**src/sfr_bank_pkg.sv**
```systemverilog
package sfr_bank_pkg;
    // Register addresses
    localparam logic [7:0] ADDR_STACK_POINTER   = 8'h81;
    localparam logic [7:0] ADDR_P0_MODE_A       = 8'h84;
    localparam logic [7:0] ADDR_P0_MODE_B       = 8'h85;
    localparam logic [7:0] ADDR_POWER_CONTROL   = 8'h87;
    localparam logic [7:0] ADDR_TIMER_CONTROL   = 8'h88;
    localparam logic [7:0] ADDR_TIMER_MODE      = 8'h89;
    localparam logic [7:0] ADDR_TIMER0_LOW      = 8'h8A;
    localparam logic [7:0] ADDR_TIMER1_LOW      = 8'h8B;
    localparam logic [7:0] ADDR_TIMER0_HIGH     = 8'h8C;
    localparam logic [7:0] ADDR_TIMER1_HIGH     = 8'h8D;
    localparam logic [7:0] ADDR_PORT1_LATCH     = 8'h90;
    localparam logic [7:0] ADDR_P1_MODE_A       = 8'h91;
    localparam logic [7:0] ADDR_P1_MODE_B       = 8'h92;
    localparam logic [7:0] ADDR_CPU_CLOCK_DIV   = 8'h95;
    localparam logic [7:0] ADDR_SERIAL_CONTROL  = 8'h98;
    localparam logic [7:0] ADDR_SERIAL_BUFFER   = 8'h99;
    localparam logic [7:0] ADDR_PORT2_LATCH     = 8'hA0;
    localparam logic [7:0] ADDR_P2_MODE_A       = 8'hA4;
    localparam logic [7:0] ADDR_P2_MODE_B       = 8'hA5;
    localparam logic [7:0] ADDR_WATCHDOG_FEED   = 8'hA6;
    localparam logic [7:0] ADDR_WATCHDOG_CTRL   = 8'hA7;
    localparam logic [7:0] ADDR_SLAVE_ADDRESS   = 8'hA9;
    localparam logic [7:0] ADDR_COMPARATOR1     = 8'hAC;
    localparam logic [7:0] ADDR_COMPARATOR2     = 8'hAD;
    localparam logic [7:0] ADDR_ADDRESS_MASK    = 8'hB9;
    localparam logic [7:0] ADDR_STATUS_WORD     = 8'hD0;
    localparam logic [7:0] ADDR_PORT0_IN_OFF    = 8'hF6;
    localparam logic [7:0] ADDR_PORT0           = 8'h80;

    // Reset values
    localparam logic [7:0] RST_ZERO             = 8'h00;
    localparam logic [7:0] RST_STACK_POINTER    = 8'h07;
    localparam logic [7:0] RST_PORT_HIGH        = 8'hFF;

    // Implemented-bit masks; others read unknown
    localparam logic [7:0] MASK_P1_MODE         = 8'hD3;
    localparam logic [7:0] MASK_P2_MODE_B       = 8'h03;
    localparam logic [7:0] MASK_PORT2           = 8'h03;
    localparam logic [7:0] MASK_WATCHDOG        = 8'h3F;
    localparam logic [7:0] MASK_COMPARATOR      = 8'h3F;
    localparam logic [7:0] MASK_POWER_CONTROL_CLEARED    = 8'hCF;

    // Power control bit positions
    localparam int POWER_CONTROL_BROWNOUT_BIT = 5;
    localparam int POWER_CONTROL_POWER_ON_BIT = 4;

    // Comparator control bit positions
    localparam int CMP_ENABLE_BIT = 5;
    localparam int CMP_POS_BIT    = 4;
    localparam int CMP_NEG_BIT    = 3;
    localparam int CMP_OUTEN_BIT  = 2;
    localparam int CMP_OUT_BIT    = 1;
    localparam int CMP_FLAG_BIT   = 0;

    // Machine cycle lengths in CPU clock ticks
    localparam logic [3:0] CYCLE_FAST     = 4'h6;
    localparam logic [3:0] CYCLE_STANDARD = 4'hC;

    // Register bus request from the CPU core
    typedef struct packed {
        logic       rd;
        logic       wr;
        logic [7:0] addr;
        logic [7:0] wdata;
    } sfr_req_type;

    // Analog comparator inputs (already digitised comparisons)
    typedef struct packed {
        logic a_gt_b;   // CINnA above CINnB is not meaningful; see module
        logic a_gt_ref_pin;
        logic b_gt_ref_pin;
        logic a_gt_ref_int;
        logic b_gt_ref_int;
    } cmp_in_type;
endpackage

```
**src/sfr_bank.sv**
```systemverilog
`timescale 1ns/100ps
module sfr_bank
    import sfr_bank_pkg::*;
#(
    parameter int DIV_WIDTH = 8     // Width of cpu_clock_divider register
) (
    input  wire logic        core_clk_in,         // Oscillator clock
    input  wire logic        rst_in,              // Async reset, high
    input  wire sfr_req_type req_in,              // CPU register request
    input  wire logic        mcycle_ack_in,       // Unused hook kept low
    input  wire logic        standard_timing_select_in, // Config: 12-clock cycles
    input  wire logic        port_reset_level_select_in, // Config: ports reset high
    input  wire logic        power_up_in,         // Pulse at supply rise
    input  wire logic        brownout_in,         // Pulse on brownout event
    input  wire logic        watchdog_reset_in,   // Current reset is watchdog
    input  wire logic [7:0]  port0_pins_in,       // Port 0 pin levels
    input  wire logic [7:0]  port1_pins_in,       // Port 1 pin levels
    input  wire cmp_in_type  cmp1_in,             // Comparator 1 analog results
    input  wire cmp_in_type  cmp2_in,             // Comparator 2 analog results
    output logic [7:0]       rdata_out,           // Read data
    output logic             cpu_clk_en_out,      // CPU clock enable pulse
    output logic             mcycle_en_out,       // Machine cycle pulse
    output logic [7:0]       port0_in_buf_en_out, // Port 0 input buffers on
    output logic [7:0]       port1_out,           // Port 1 latch
    output logic [7:0]       port2_out,           // Port 2 latch
    output logic [1:0]       cmp_pin_out,         // Comparator pin outputs
    output logic [1:0]       cmp_irq_out          // Comparator flags
);
    // Registers
    logic [7:0]           sp_ff, port0_output_mode_a_ff, port0_output_mode_b_ff, timer_control_ff, timer_mode_ff;
    logic [7:0]           tl0_ff, tl1_ff, th0_ff, th1_ff;
    logic [7:0]           p1_ff, port1_output_mode_a_ff, port1_output_mode_b_ff, serial_control_ff, serial_buffer_ff;
    logic [7:0]           p2_ff, port2_mode_and_output_select_ff, port2_output_mode_b_ff, watchdog_control_ff;
    logic [7:0]           serial_slave_address_ff, serial_address_mask_ff, psw_ff, in_off_ff;
    logic [5:0]           power_control_low_ff;       // Cleared bits 7:6,3:0 kept here
    logic                 brownout_flag_ff;  // Retained over reset
    logic                 power_on_flag_ff;  // Retained over reset
    logic [DIV_WIDTH-1:0] div_ff;            // cpu_clock_divider
    logic [DIV_WIDTH-1:0] div_cnt_ff;        // Divider counter
    logic [3:0]           osc_cnt_ff;        // CPU clocks in machine cycle
    logic [7:0]           cmp1_ff, cmp2_ff;  // Comparator control
    logic                 ports_loaded_ff;   // Port reset level captured
    logic                 wd_loaded_ff;      // Watchdog reset value applied
    logic [7:0]           rdata_ff;          // Read data register
    logic                 wr;                // Write strobe
    logic [3:0]           cycle_len;         // Selected cycle length
    logic [1:0]           nxt_cmp_out;       // Raw comparator results

    // Write strobe: CPU request taken every oscillator clock
    assign wr = req_in.wr;

    // Machine cycle length selection
    assign cycle_len = standard_timing_select_in ? CYCLE_STANDARD
                                                 : CYCLE_FAST;

    // CPU clock divider: pulse every div+1 oscillator clocks
    // Compare by >= so a lowered divide value cannot strand the count
    always_ff @(posedge core_clk_in or posedge rst_in) begin
        if (rst_in) begin
            div_cnt_ff <= '0;
        end else if (div_cnt_ff >= div_ff) begin
            div_cnt_ff <= '0;
        end else begin
            div_cnt_ff <= div_cnt_ff + 1'b1;
        end
    end
    assign cpu_clk_en_out = (div_cnt_ff >= div_ff);

    // Machine cycle counter in CPU clock ticks
    always_ff @(posedge core_clk_in or posedge rst_in) begin
        if (rst_in) begin
            osc_cnt_ff <= 4'h0;
        end else if (cpu_clk_en_out) begin
            if (osc_cnt_ff >= cycle_len - 4'h1) begin
                osc_cnt_ff <= 4'h0;
            end else begin
                osc_cnt_ff <= osc_cnt_ff + 4'h1;
            end
        end
    end
    assign mcycle_en_out = cpu_clk_en_out && (osc_cnt_ff >= cycle_len - 4'h1);

    // Plain read/write registers
    always_ff @(posedge core_clk_in or posedge rst_in) begin
        if (rst_in) begin
            sp_ff    <= RST_STACK_POINTER;
            port0_output_mode_a_ff  <= RST_ZERO;
            port0_output_mode_b_ff  <= RST_ZERO;
            timer_control_ff  <= RST_ZERO;
            timer_mode_ff  <= RST_ZERO;
            tl0_ff   <= RST_ZERO;
            tl1_ff   <= RST_ZERO;
            th0_ff   <= RST_ZERO;
            th1_ff   <= RST_ZERO;
            port1_output_mode_a_ff  <= RST_ZERO;
            port1_output_mode_b_ff  <= RST_ZERO;
            serial_control_ff  <= RST_ZERO;
            serial_buffer_ff  <= RST_ZERO;
            port2_mode_and_output_select_ff  <= RST_ZERO;
            port2_output_mode_b_ff  <= RST_ZERO;
            serial_slave_address_ff <= RST_ZERO;
            serial_address_mask_ff <= RST_ZERO;
            psw_ff   <= RST_ZERO;
            in_off_ff <= RST_ZERO;
            div_ff   <= '0;
        end else if (wr) begin
            // Decode by address
            case (req_in.addr)
                ADDR_STACK_POINTER:  sp_ff    <= req_in.wdata;
                ADDR_P0_MODE_A:      port0_output_mode_a_ff  <= req_in.wdata;
                ADDR_P0_MODE_B:      port0_output_mode_b_ff  <= req_in.wdata;
                ADDR_TIMER_CONTROL:  timer_control_ff  <= req_in.wdata;
                ADDR_TIMER_MODE:     timer_mode_ff  <= req_in.wdata;
                ADDR_TIMER0_LOW:     tl0_ff   <= req_in.wdata;
                ADDR_TIMER1_LOW:     tl1_ff   <= req_in.wdata;
                ADDR_TIMER0_HIGH:    th0_ff   <= req_in.wdata;
                ADDR_TIMER1_HIGH:    th1_ff   <= req_in.wdata;
                ADDR_P1_MODE_A:      port1_output_mode_a_ff  <= req_in.wdata & MASK_P1_MODE;
                ADDR_P1_MODE_B:      port1_output_mode_b_ff  <= req_in.wdata & MASK_P1_MODE;
                ADDR_SERIAL_CONTROL: serial_control_ff  <= req_in.wdata;
                ADDR_SERIAL_BUFFER:  serial_buffer_ff  <= req_in.wdata;
                ADDR_P2_MODE_A:      port2_mode_and_output_select_ff  <= req_in.wdata;
                ADDR_P2_MODE_B:      port2_output_mode_b_ff  <= req_in.wdata & MASK_P2_MODE_B;
                ADDR_SLAVE_ADDRESS:  serial_slave_address_ff <= req_in.wdata;
                ADDR_ADDRESS_MASK:   serial_address_mask_ff <= req_in.wdata;
                ADDR_STATUS_WORD:    psw_ff   <= req_in.wdata;
                ADDR_PORT0_IN_OFF:   in_off_ff <= req_in.wdata;
                ADDR_CPU_CLOCK_DIV:  div_ff   <= req_in.wdata[DIV_WIDTH-1:0];
                default: ;                                  // Other addresses
            endcase
        end
    end

    // Port latches: reset level taken from config after release
    // A write in the load cycle is dropped; requests start one edge later
    always_ff @(posedge core_clk_in or posedge rst_in) begin
        if (rst_in) begin
            p1_ff           <= RST_ZERO;
            p2_ff           <= RST_ZERO;
            ports_loaded_ff <= 1'b0;
        end else if (!ports_loaded_ff) begin
            p1_ff           <= port_reset_level_select_in ? RST_PORT_HIGH : RST_ZERO;
            p2_ff           <= port_reset_level_select_in ? MASK_PORT2 : RST_ZERO;
            ports_loaded_ff <= 1'b1;
        end else if (wr && req_in.addr == ADDR_PORT1_LATCH) begin
            p1_ff <= req_in.wdata;
        end else if (wr && req_in.addr == ADDR_PORT2_LATCH) begin
            p2_ff <= req_in.wdata & MASK_PORT2;
        end
    end

    // Power control cleared bits
    always_ff @(posedge core_clk_in or posedge rst_in) begin
        if (rst_in) begin
            power_control_low_ff <= 6'h00;
        end else if (wr && req_in.addr == ADDR_POWER_CONTROL) begin
            power_control_low_ff <= {req_in.wdata[7:6], req_in.wdata[3:0]};
        end
    end

    // Retained flags: no reset term; set wins over software clear
    // Flags stay unknown until set by a pulse or by a power control write
    always_ff @(posedge core_clk_in) begin
        if (power_up_in) begin
            power_on_flag_ff <= 1'b1;
        end else if (wr && req_in.addr == ADDR_POWER_CONTROL) begin
            power_on_flag_ff <= req_in.wdata[POWER_CONTROL_POWER_ON_BIT];
        end
        if (power_up_in || brownout_in) begin
            brownout_flag_ff <= 1'b1;
        end else if (wr && req_in.addr == ADDR_POWER_CONTROL) begin
            brownout_flag_ff <= req_in.wdata[POWER_CONTROL_BROWNOUT_BIT];
        end
    end

    // Watchdog control: cleared by every reset, watchdog reset included
    always_ff @(posedge core_clk_in or posedge rst_in) begin
        if (rst_in) begin
            wd_loaded_ff <= 1'b0;
            watchdog_control_ff     <= RST_ZERO;
        end else if (!wd_loaded_ff) begin
            wd_loaded_ff <= 1'b1;
            if (watchdog_reset_in) begin
                watchdog_control_ff <= watchdog_control_ff;                       // Zero loaded at reset kept
            end
        end else if (wr && req_in.addr == ADDR_WATCHDOG_CTRL) begin
            watchdog_control_ff <= req_in.wdata & MASK_WATCHDOG;
        end
    end

    // Comparator decisions
    assign nxt_cmp_out[0] = cmp1_ff[CMP_POS_BIT]
        ? (cmp1_ff[CMP_NEG_BIT] ? cmp1_in.b_gt_ref_int : cmp1_in.b_gt_ref_pin)
        : (cmp1_ff[CMP_NEG_BIT] ? cmp1_in.a_gt_ref_int : cmp1_in.a_gt_ref_pin);
    assign nxt_cmp_out[1] = cmp2_ff[CMP_POS_BIT]
        ? (cmp2_ff[CMP_NEG_BIT] ? cmp2_in.b_gt_ref_int : cmp2_in.b_gt_ref_pin)
        : (cmp2_ff[CMP_NEG_BIT] ? cmp2_in.a_gt_ref_int : cmp2_in.a_gt_ref_pin);

    // Comparator 1 control, output and change flag
    always_ff @(posedge core_clk_in or posedge rst_in) begin
        if (rst_in) begin
            cmp1_ff <= RST_ZERO;
        end else begin
            if (wr && req_in.addr == ADDR_COMPARATOR1) begin
                cmp1_ff[5:2] <= req_in.wdata[5:2];
                cmp1_ff[CMP_FLAG_BIT] <= req_in.wdata[CMP_FLAG_BIT];
            end
            if (!cmp1_ff[CMP_ENABLE_BIT]) begin
                cmp1_ff[CMP_OUT_BIT]  <= 1'b0;
                cmp1_ff[CMP_FLAG_BIT] <= 1'b0;
            end else begin
                cmp1_ff[CMP_OUT_BIT] <= nxt_cmp_out[0];
                if (nxt_cmp_out[0] != cmp1_ff[CMP_OUT_BIT]) begin
                    cmp1_ff[CMP_FLAG_BIT] <= 1'b1;
                end
            end
        end
    end

    // Comparator 2 control, output and change flag
    always_ff @(posedge core_clk_in or posedge rst_in) begin
        if (rst_in) begin
            cmp2_ff <= RST_ZERO;
        end else begin
            if (wr && req_in.addr == ADDR_COMPARATOR2) begin
                cmp2_ff[5:2] <= req_in.wdata[5:2];
                cmp2_ff[CMP_FLAG_BIT] <= req_in.wdata[CMP_FLAG_BIT];
            end
            if (!cmp2_ff[CMP_ENABLE_BIT]) begin
                cmp2_ff[CMP_OUT_BIT]  <= 1'b0;
                cmp2_ff[CMP_FLAG_BIT] <= 1'b0;
            end else begin
                cmp2_ff[CMP_OUT_BIT] <= nxt_cmp_out[1];
                if (nxt_cmp_out[1] != cmp2_ff[CMP_OUT_BIT]) begin
                    cmp2_ff[CMP_FLAG_BIT] <= 1'b1;
                end
            end
        end
    end

    // Read data mux, registered
    // Unimplemented bits read zero, one legal value for unknown bits
    always_ff @(posedge core_clk_in or posedge rst_in) begin
        if (rst_in) begin
            rdata_ff <= RST_ZERO;
        end else if (req_in.rd) begin
            case (req_in.addr)
                ADDR_PORT0:          rdata_ff <= port0_pins_in & ~in_off_ff;
                ADDR_STACK_POINTER:  rdata_ff <= sp_ff;
                ADDR_P0_MODE_A:      rdata_ff <= port0_output_mode_a_ff;
                ADDR_P0_MODE_B:      rdata_ff <= port0_output_mode_b_ff;
                ADDR_POWER_CONTROL:  rdata_ff <= {power_control_low_ff[5:4], brownout_flag_ff,
                                                  power_on_flag_ff, power_control_low_ff[3:0]};
                ADDR_TIMER_CONTROL:  rdata_ff <= timer_control_ff;
                ADDR_TIMER_MODE:     rdata_ff <= timer_mode_ff;
                ADDR_TIMER0_LOW:     rdata_ff <= tl0_ff;
                ADDR_TIMER1_LOW:     rdata_ff <= tl1_ff;
                ADDR_TIMER0_HIGH:    rdata_ff <= th0_ff;
                ADDR_TIMER1_HIGH:    rdata_ff <= th1_ff;
                ADDR_PORT1_LATCH:    rdata_ff <= port1_pins_in;
                ADDR_P1_MODE_A:      rdata_ff <= port1_output_mode_a_ff;
                ADDR_P1_MODE_B:      rdata_ff <= port1_output_mode_b_ff;
                ADDR_CPU_CLOCK_DIV:  rdata_ff <= 8'(div_ff);
                ADDR_SERIAL_CONTROL: rdata_ff <= serial_control_ff;
                ADDR_SERIAL_BUFFER:  rdata_ff <= serial_buffer_ff;
                ADDR_PORT2_LATCH:    rdata_ff <= p2_ff;
                ADDR_P2_MODE_A:      rdata_ff <= port2_mode_and_output_select_ff;
                ADDR_P2_MODE_B:      rdata_ff <= port2_output_mode_b_ff;
                ADDR_WATCHDOG_CTRL:  rdata_ff <= watchdog_control_ff;
                ADDR_SLAVE_ADDRESS:  rdata_ff <= serial_slave_address_ff;
                ADDR_COMPARATOR1:    rdata_ff <= cmp1_ff & MASK_COMPARATOR;
                ADDR_COMPARATOR2:    rdata_ff <= cmp2_ff & MASK_COMPARATOR;
                ADDR_ADDRESS_MASK:   rdata_ff <= serial_address_mask_ff;
                ADDR_STATUS_WORD:    rdata_ff <= psw_ff;
                ADDR_PORT0_IN_OFF:   rdata_ff <= in_off_ff;
                default:             rdata_ff <= RST_ZERO;  // Feed register and unmapped
            endcase
        end
    end

    // Outputs
    // Pin gated by its enable; a disabled comparator drives low
    assign rdata_out           = rdata_ff;
    assign port0_in_buf_en_out = ~in_off_ff;
    assign port1_out           = p1_ff;
    assign port2_out           = p2_ff;
    assign cmp_pin_out         = {cmp2_ff[CMP_OUT_BIT] & cmp2_ff[CMP_OUTEN_BIT],
                                  cmp1_ff[CMP_OUT_BIT] & cmp1_ff[CMP_OUTEN_BIT]};
    assign cmp_irq_out         = {cmp2_ff[CMP_FLAG_BIT], cmp1_ff[CMP_FLAG_BIT]};

    // Machine cycle length in fast mode with divider off
    a_fast_cycle_len: assert property (@(posedge core_clk_in)
        disable iff (rst_in || (wr && req_in.addr == ADDR_CPU_CLOCK_DIV))
        (mcycle_en_out && div_ff == '0 && !standard_timing_select_in
         && $stable(standard_timing_select_in))
        |=> !mcycle_en_out [*5] ##1 mcycle_en_out)
        else $error("fast machine cycle not six clocks");
    // Machine cycle length in standard mode; a divider write aborts the check
    a_std_cycle_len: assert property (@(posedge core_clk_in)
        disable iff (rst_in || (wr && req_in.addr == ADDR_CPU_CLOCK_DIV))
        (mcycle_en_out && div_ff == '0 && standard_timing_select_in)
        |=> !mcycle_en_out [*5] ##1 !mcycle_en_out [*6] ##1 mcycle_en_out)
        else $error("standard machine cycle not twelve clocks");
    // Divider pulse spacing
    a_div_spacing: assert property (@(posedge core_clk_in) disable iff (rst_in)
        (cpu_clk_en_out && div_ff == DIV_WIDTH'(1) && $stable(div_ff))
        |-> ##1 !cpu_clk_en_out ##1 cpu_clk_en_out)
        else $error("cpu clock divide by two wrong");
    // Disabled port 0 pins read zero
    a_port0_zero: assert property (@(posedge core_clk_in) disable iff (rst_in)
        (req_in.rd && req_in.addr == ADDR_PORT0) |=> ((rdata_out & $past(in_off_ff)) == 8'h00))
        else $error("disabled port 0 pin read nonzero");
    // Input buffer follows disable register
    a_in_buf_off: assert property (@(posedge core_clk_in) disable iff (rst_in)
        (wr && req_in.addr == ADDR_PORT0_IN_OFF) |=> (port0_in_buf_en_out == ~$past(req_in.wdata)))
        else $error("input buffer enable wrong");
    // Power-on flag set after supply up
    a_power_on_set: assert property (@(posedge core_clk_in)
        power_up_in |=> power_on_flag_ff && brownout_flag_ff)
        else $error("power flags not set at power up");
    // Brownout flag set after brownout
    a_brownout_set: assert property (@(posedge core_clk_in)
        brownout_in |=> brownout_flag_ff)
        else $error("brownout flag not set");
    // Comparator change sets flag
    a_cmp_flag: assert property (@(posedge core_clk_in) disable iff (rst_in)
        (cmp1_ff[CMP_ENABLE_BIT] && nxt_cmp_out[0] != cmp1_ff[CMP_OUT_BIT]) |=> cmp_irq_out[0])
        else $error("comparator change flag missing");
    // Write reaches register next cycle
    a_sp_write: assert property (@(posedge core_clk_in) disable iff (rst_in)
        (wr && req_in.addr == ADDR_STACK_POINTER) |=> sp_ff == $past(req_in.wdata))
        else $error("stack pointer write lost");

    // Comparator 2 change sets its flag
    a_cmp2_flag: assert property (@(posedge core_clk_in) disable iff (rst_in)
        (cmp2_ff[CMP_ENABLE_BIT] && nxt_cmp_out[1] != cmp2_ff[CMP_OUT_BIT]) |=> cmp_irq_out[1])
        else $error("comparator 2 change flag missing");

    // Disabled comparator clears output and flag
    a_cmp_off_clear: assert property (@(posedge core_clk_in) disable iff (rst_in)
        !cmp1_ff[CMP_ENABLE_BIT] |=> !cmp_irq_out[0] && !cmp_pin_out[0])
        else $error("disabled comparator not cleared");

    // Comparator 1 result follows selected inputs
    a_cmp_follow: assert property (@(posedge core_clk_in) disable iff (rst_in)
        cmp1_ff[CMP_ENABLE_BIT] |=> cmp1_ff[CMP_OUT_BIT] == $past(nxt_cmp_out[0]))
        else $error("comparator 1 result wrong");

    // Comparator 2 result follows selected inputs
    a_cmp2_follow: assert property (@(posedge core_clk_in) disable iff (rst_in)
        cmp2_ff[CMP_ENABLE_BIT] |=> cmp2_ff[CMP_OUT_BIT] == $past(nxt_cmp_out[1]))
        else $error("comparator 2 result wrong");

    // Cleared power control bits after reset
    a_power_control_cleared: assert property (@(posedge core_clk_in)
        $fell(rst_in) |-> power_control_low_ff == '0)
        else $error("power control bits not cleared");

    // Watchdog control low bits after other resets
    a_wd_reset_val: assert property (@(posedge core_clk_in)
        ($fell(rst_in) && !watchdog_reset_in) |-> (watchdog_control_ff & MASK_WATCHDOG) == RST_ZERO)
        else $error("watchdog control reset value wrong");

    // Port 1 latch loads the configured level
    a_port_load: assert property (@(posedge core_clk_in)
        $fell(rst_in) |=> port1_out == ($past(port_reset_level_select_in)
                                        ? RST_PORT_HIGH : RST_ZERO))
        else $error("port reset level wrong");

    // Feed register reads back zero
    a_feed_read: assert property (@(posedge core_clk_in) disable iff (rst_in)
        (req_in.rd && req_in.addr == ADDR_WATCHDOG_FEED) |=> rdata_out == RST_ZERO)
        else $error("feed register read nonzero");

    // Stack pointer read returns the register
    a_sp_read: assert property (@(posedge core_clk_in) disable iff (rst_in)
        (req_in.rd && req_in.addr == ADDR_STACK_POINTER) |=> rdata_out == $past(sp_ff))
        else $error("stack pointer read wrong");
endmodule

```
**config.mk**
```make
export PLATFORM = sky130hd
export DESIGN_NAME = sfr_bank
export DESIGN_NICKNAME = d
export VERILOG_FILES = /design/src/sfr_bank_pkg.sv /design/src/sfr_bank.sv
export SDC_FILE = /design/constraint.sdc
export NUM_CORES = 1
export LEC_CHECK = 0
export BUFFER_PORTS_ARGS = -buffer_cell sky130_fd_sc_hd__buf_2
export CORE_ASPECT_RATIO = 1.2
export CORE_MARGIN = 8
export CORE_UTILIZATION = 40
export CTS_CLUSTER_SIZE = 40
export DETAILED_ROUTE_END_ITERATION = 12
export GPL_TIMING_DRIVEN = 0
export PLACE_DENSITY = 0.59
export SYNTH_ARGS = -nofsm -noshare
export SYNTH_HDL_FRONTEND = slang
export SYNTH_SLANG_ARGS = --single-unit
```
**constraint.sdc**
```tcl
create_clock -name core_clk_in -period 5.95 [get_ports core_clk_in]
set_input_delay 0.595 -clock core_clk_in [delete_from_list [all_inputs] [get_ports core_clk_in]]
set_output_delay 0.595 -clock core_clk_in [all_outputs]
set_load 0.005 [all_outputs]
```
==> impl_metrics.py <==
metrics = {
    "synth": {
        "synth_area_leaders": "dfrtp_1 47%, mux2_2 19%, mux2i_1 3.1%",
        "syn_avg_cell_area_sq_um": 11.70,
        "yosysSeqAreaShare_pct": 48.60,
        "synth_ff_type": "dfrtp_1",
        "synth-seq-cells": 205,
        "synth_top_area_share_pct": 47.47,
        "synth_top_area_cell": "dfrtp_1",
        "syn_area_sq_mm": 0.01054,
        "syn_inst": 901,
        "yosysWarningCount": 0,
        "synth_enable_flop_cells": 0,
        "ys_async_sr_fraction_pct": 99.02,
        "yosysUniqueCellTypes": 78,
    },
    "timing": {
        "finClkSkew_ps": 14.76,
        "fmax_mhz": 311.8,
        "rsz0062_at_grt": "no",
        "period_share_pct": 53.91,
        "slew_headroom_pct": 26.52,
        "finalSetupViolations": 0,
        "final_max_slew_viol_count": 0,
        "layout_min_cycle_time_ps": 3208,
        "hold_violations": 0,
        "finalSetupTns_ps": 0,
        "fin_hold_ws_ps": 144.8,
        "worstMarginPinSlew_ps": 1096,
    },
    "final_layout": {
        "layout.nets": 1080,
        "area_growth_pct": 15.81,
        "nFillCells": 2477,
        "num_antenna_cells": 0,
        "fin_util_pct": 46.77,
        "layout_commonest_cell": "dfrtp_1",
        "drive_above_1_share_pct": 35.53,
        "stdcell_count": 1365,
        "final_cell_mix": "200 x dfrtp_1, 175 x mux2_2, 98 x buf_2",
    },
    "place": {
        "port_buffers": 78,
        "dp_hpwl_mm": 27.11,
        "place_inst": 1325,
        "gp_congestion": 0.9499,
    },
    "detailed_routing": {
        "routed_wl_mm": 36.73,
        "ant_nets": 0,
        "drt_iter0_drc": 750,
        "drt-wirelength-per-cell_um": 26.91,
        "route.detailed.drc": 0,
        "viasPerCell": 5.889,
        "drt_pre_antenna_iters": 5,
        "dr_total_vias": 8039,
    },
    "global_routing": {
        "grt_pass1_vias": 8363,
        "grt_max_degree": 38,
        "overflow": 0,
        "antenna_found_initial": 0,
        "grt_util_all_layers_pct": 23.09,
        "grt_pass1_wl_mm": 54.65,
    },
    "worst_setup_path": {
        "slowest_delay_ps": 450,
        "r2r_cells": 9,
        "crit_slowest_cell": "dfrtp_1",
        "cpMostUsedCell": "a21o_1",
        "crit_chain": "inv_1, ha_1, nand2b_1, a21o_1, a21o_1, a21oi_2, o21a_1, inv_2, buf_2",
        "arrival_ps": 2610,
        "required_ps": 5360,
        "critPathMaxFanout": 9,
        "startpoint_type": "register",
        "path_class": "reg2out",
        "setup.worst_path.end_class": "output pin",
    },
    "floorplan": {
        "die_y_um": 193.8,
        "start_util_pct": 40.38,
        "io-pin-count": 90,
        "core.rowCount": 65,
        "fp.dieW_um": 164.2,
        "dieArea_sq_mm": 0.03183,
        "coreArea_sq_mm": 0.02611,
    },
    "clocking": {
        "postCtsHoldBufs": 0,
        "postCtsSetupRepairBufs": 0,
        "cts_resized": 0,
        "clkLatencyLatePin_ps": 520,
        "cts_sinks": 205,
        "cts.reportedPaths.clkPinSlew_ps": 70,
        "numCtsBuffers": 23,
        "h-tree-depth": 1,
        "root_buffer": "clkbuf_16",
        "ctsLongestPathBuffers": 3,
        "cts_tree": "built",
    },
    "hold_path": {
        "hold_class": "in2async",
    },
    "pwr": {
        "powerDensity_mw_per_mm2": 275.7,
        "leakagePower_nw": 5.787,
        "vdd_drop_max_mv": 0.1583,
    },
    "status": {
        "outcome": "completed",
    },
    "run": {
        "cap_viol_max_count": 0,
    },
}
## cells by family (layout without fill, tap and decap cells)
family                     count (synthesis)  count (layout)  share of synthesized area [%]
AOI/OAI and AO/OA                        152             152                          10.55
adders and majority gates                 13              13                          1.543
buffers and inverters                     97             221                          4.700
other                                      2               7                        0.07123
and+or+nand+nor                          213             213                          11.54
muxes                                    210             210                          22.25
xor gates and xnor gates                   9               9                         0.7476
DFF                                      205             205                          48.60
## stage by stage
step,area [sq um],power (mW),worst slack (ps)
global route,12210,3.491,2566
global placement,11370,1.999,1339
finish,12210,3.366,2742
detailed placement,11490,2.015,2974
floorplan,10570,1.833,2727
CTS,12210,3.385,2699
## cell type report
class	instances	area, sq um	area share, %
Buffer	70	394.1	3.228
Inverter	27	105.1	0.8608
Clock inverter	5	53.80	0.4407
Clock buffer	35	660.6	5.411
Tap cell	335	419.2	3.433
Sequential cell	205	5124	41.97
Timing Repair Buffer	84	510.5	4.181
Multi-Input combinational cell	604	4942	40.48
## synth_stat cells (4+ instances only)
master	number
buf_4	16
o32ai_1	6
a31oi_1	15
and2_1	12
nor2_1	33
inv_1	26
nand2b_1	7
a21o_1	7
nor3_1	10
nand2_2	5
a21oi_1	19
nand3_2	7
nor2b_1	8
nand3b_1	7
and3_1	7
xor2_1	5
nor4_1	7
a32o_1	5
xnor2_1	4
dfrtp_1	200
ha_1	13
mux2_2	175
mux2i_1	33
nand2_1	51
a22o_1	14
nand3_1	27
clkbuf_1	26
buf_6	6
o2bb2ai_1	4
a221oi_1	5
nand4_1	7
o211ai_1	7
buf_2	20
a32oi_1	7
a22oi_1	18
o21ai_0	15
nor3b_1	4
o22ai_1	8
## path summary, 6_finish.rpt
| check | slack [ps] | to | start |
|---|---|---|---|
| worst min-delay path | 140 | serial_address_mask_ff[0] | rst_in |
| worst max-delay path | 2740 | cpu_clk_en_out | div_cnt_ff[0] |
| min in group core_clk_in | 280 | brownout_flag_ff | brownout_in |
| max in group asynchronous | 4780 | tl1_ff[5] | rst_in |
| worst max register to register | 3590 | osc_cnt_ff[0] | div_cnt_ff[0] |
| worst min register to register | 500 | port0_output_mode_b_ff[2] | port0_output_mode_b_ff[2] |
## power by group
part	switching (mW)	total (mW)	internal [mW]
Combinational	0.268	0.451	0.182
Clock	0.567	1.37	0.805
Sequential	0.0642	1.54	1.48
## sequential cells by signal (all words and copies together) (netlist names), 8 cells and up
signal / cells
th1_ff: 8
tl1_ff: 8
serial_control_ff: 8
rdata_out: 8
sp_ff: 8
serial_buffer_ff: 8
serial_address_mask_ff: 8
port0_output_mode_b_ff: 8
th0_ff: 8
timer_mode_ff: 8
tl0_ff: 8
div_cnt_ff: 8
psw_ff: 8
in_off_ff: 8
port1_out: 8
div_ff: 8
serial_slave_address_ff: 8
timer_control_ff: 8
port2_mode_and_output_select_ff: 8
port0_output_mode_a_ff: 8
## worst max-delay path: cells and delay by family (launching register included)
family,cells,cell delay (ps)
DFF,1,450
and+or+nand+nor,1,140
AOI/OAI and AO/OA,4,870
buffers and inverters,3,370
adders and majority gates,1,270
## per-layer routing
metal | up-vias | part of all wire, % | GRT usage [%]
li1 | 3542 | - | -
met1 | 4065 | 41 | 29.18
met2 | 343 | 48 | 37.63
met3 | 89 | 7.1 | 4.397
met4 | 0 | 4.6 | 10.08
met5 | - | 0 | 0
Power figures use the tool's default switching activity.
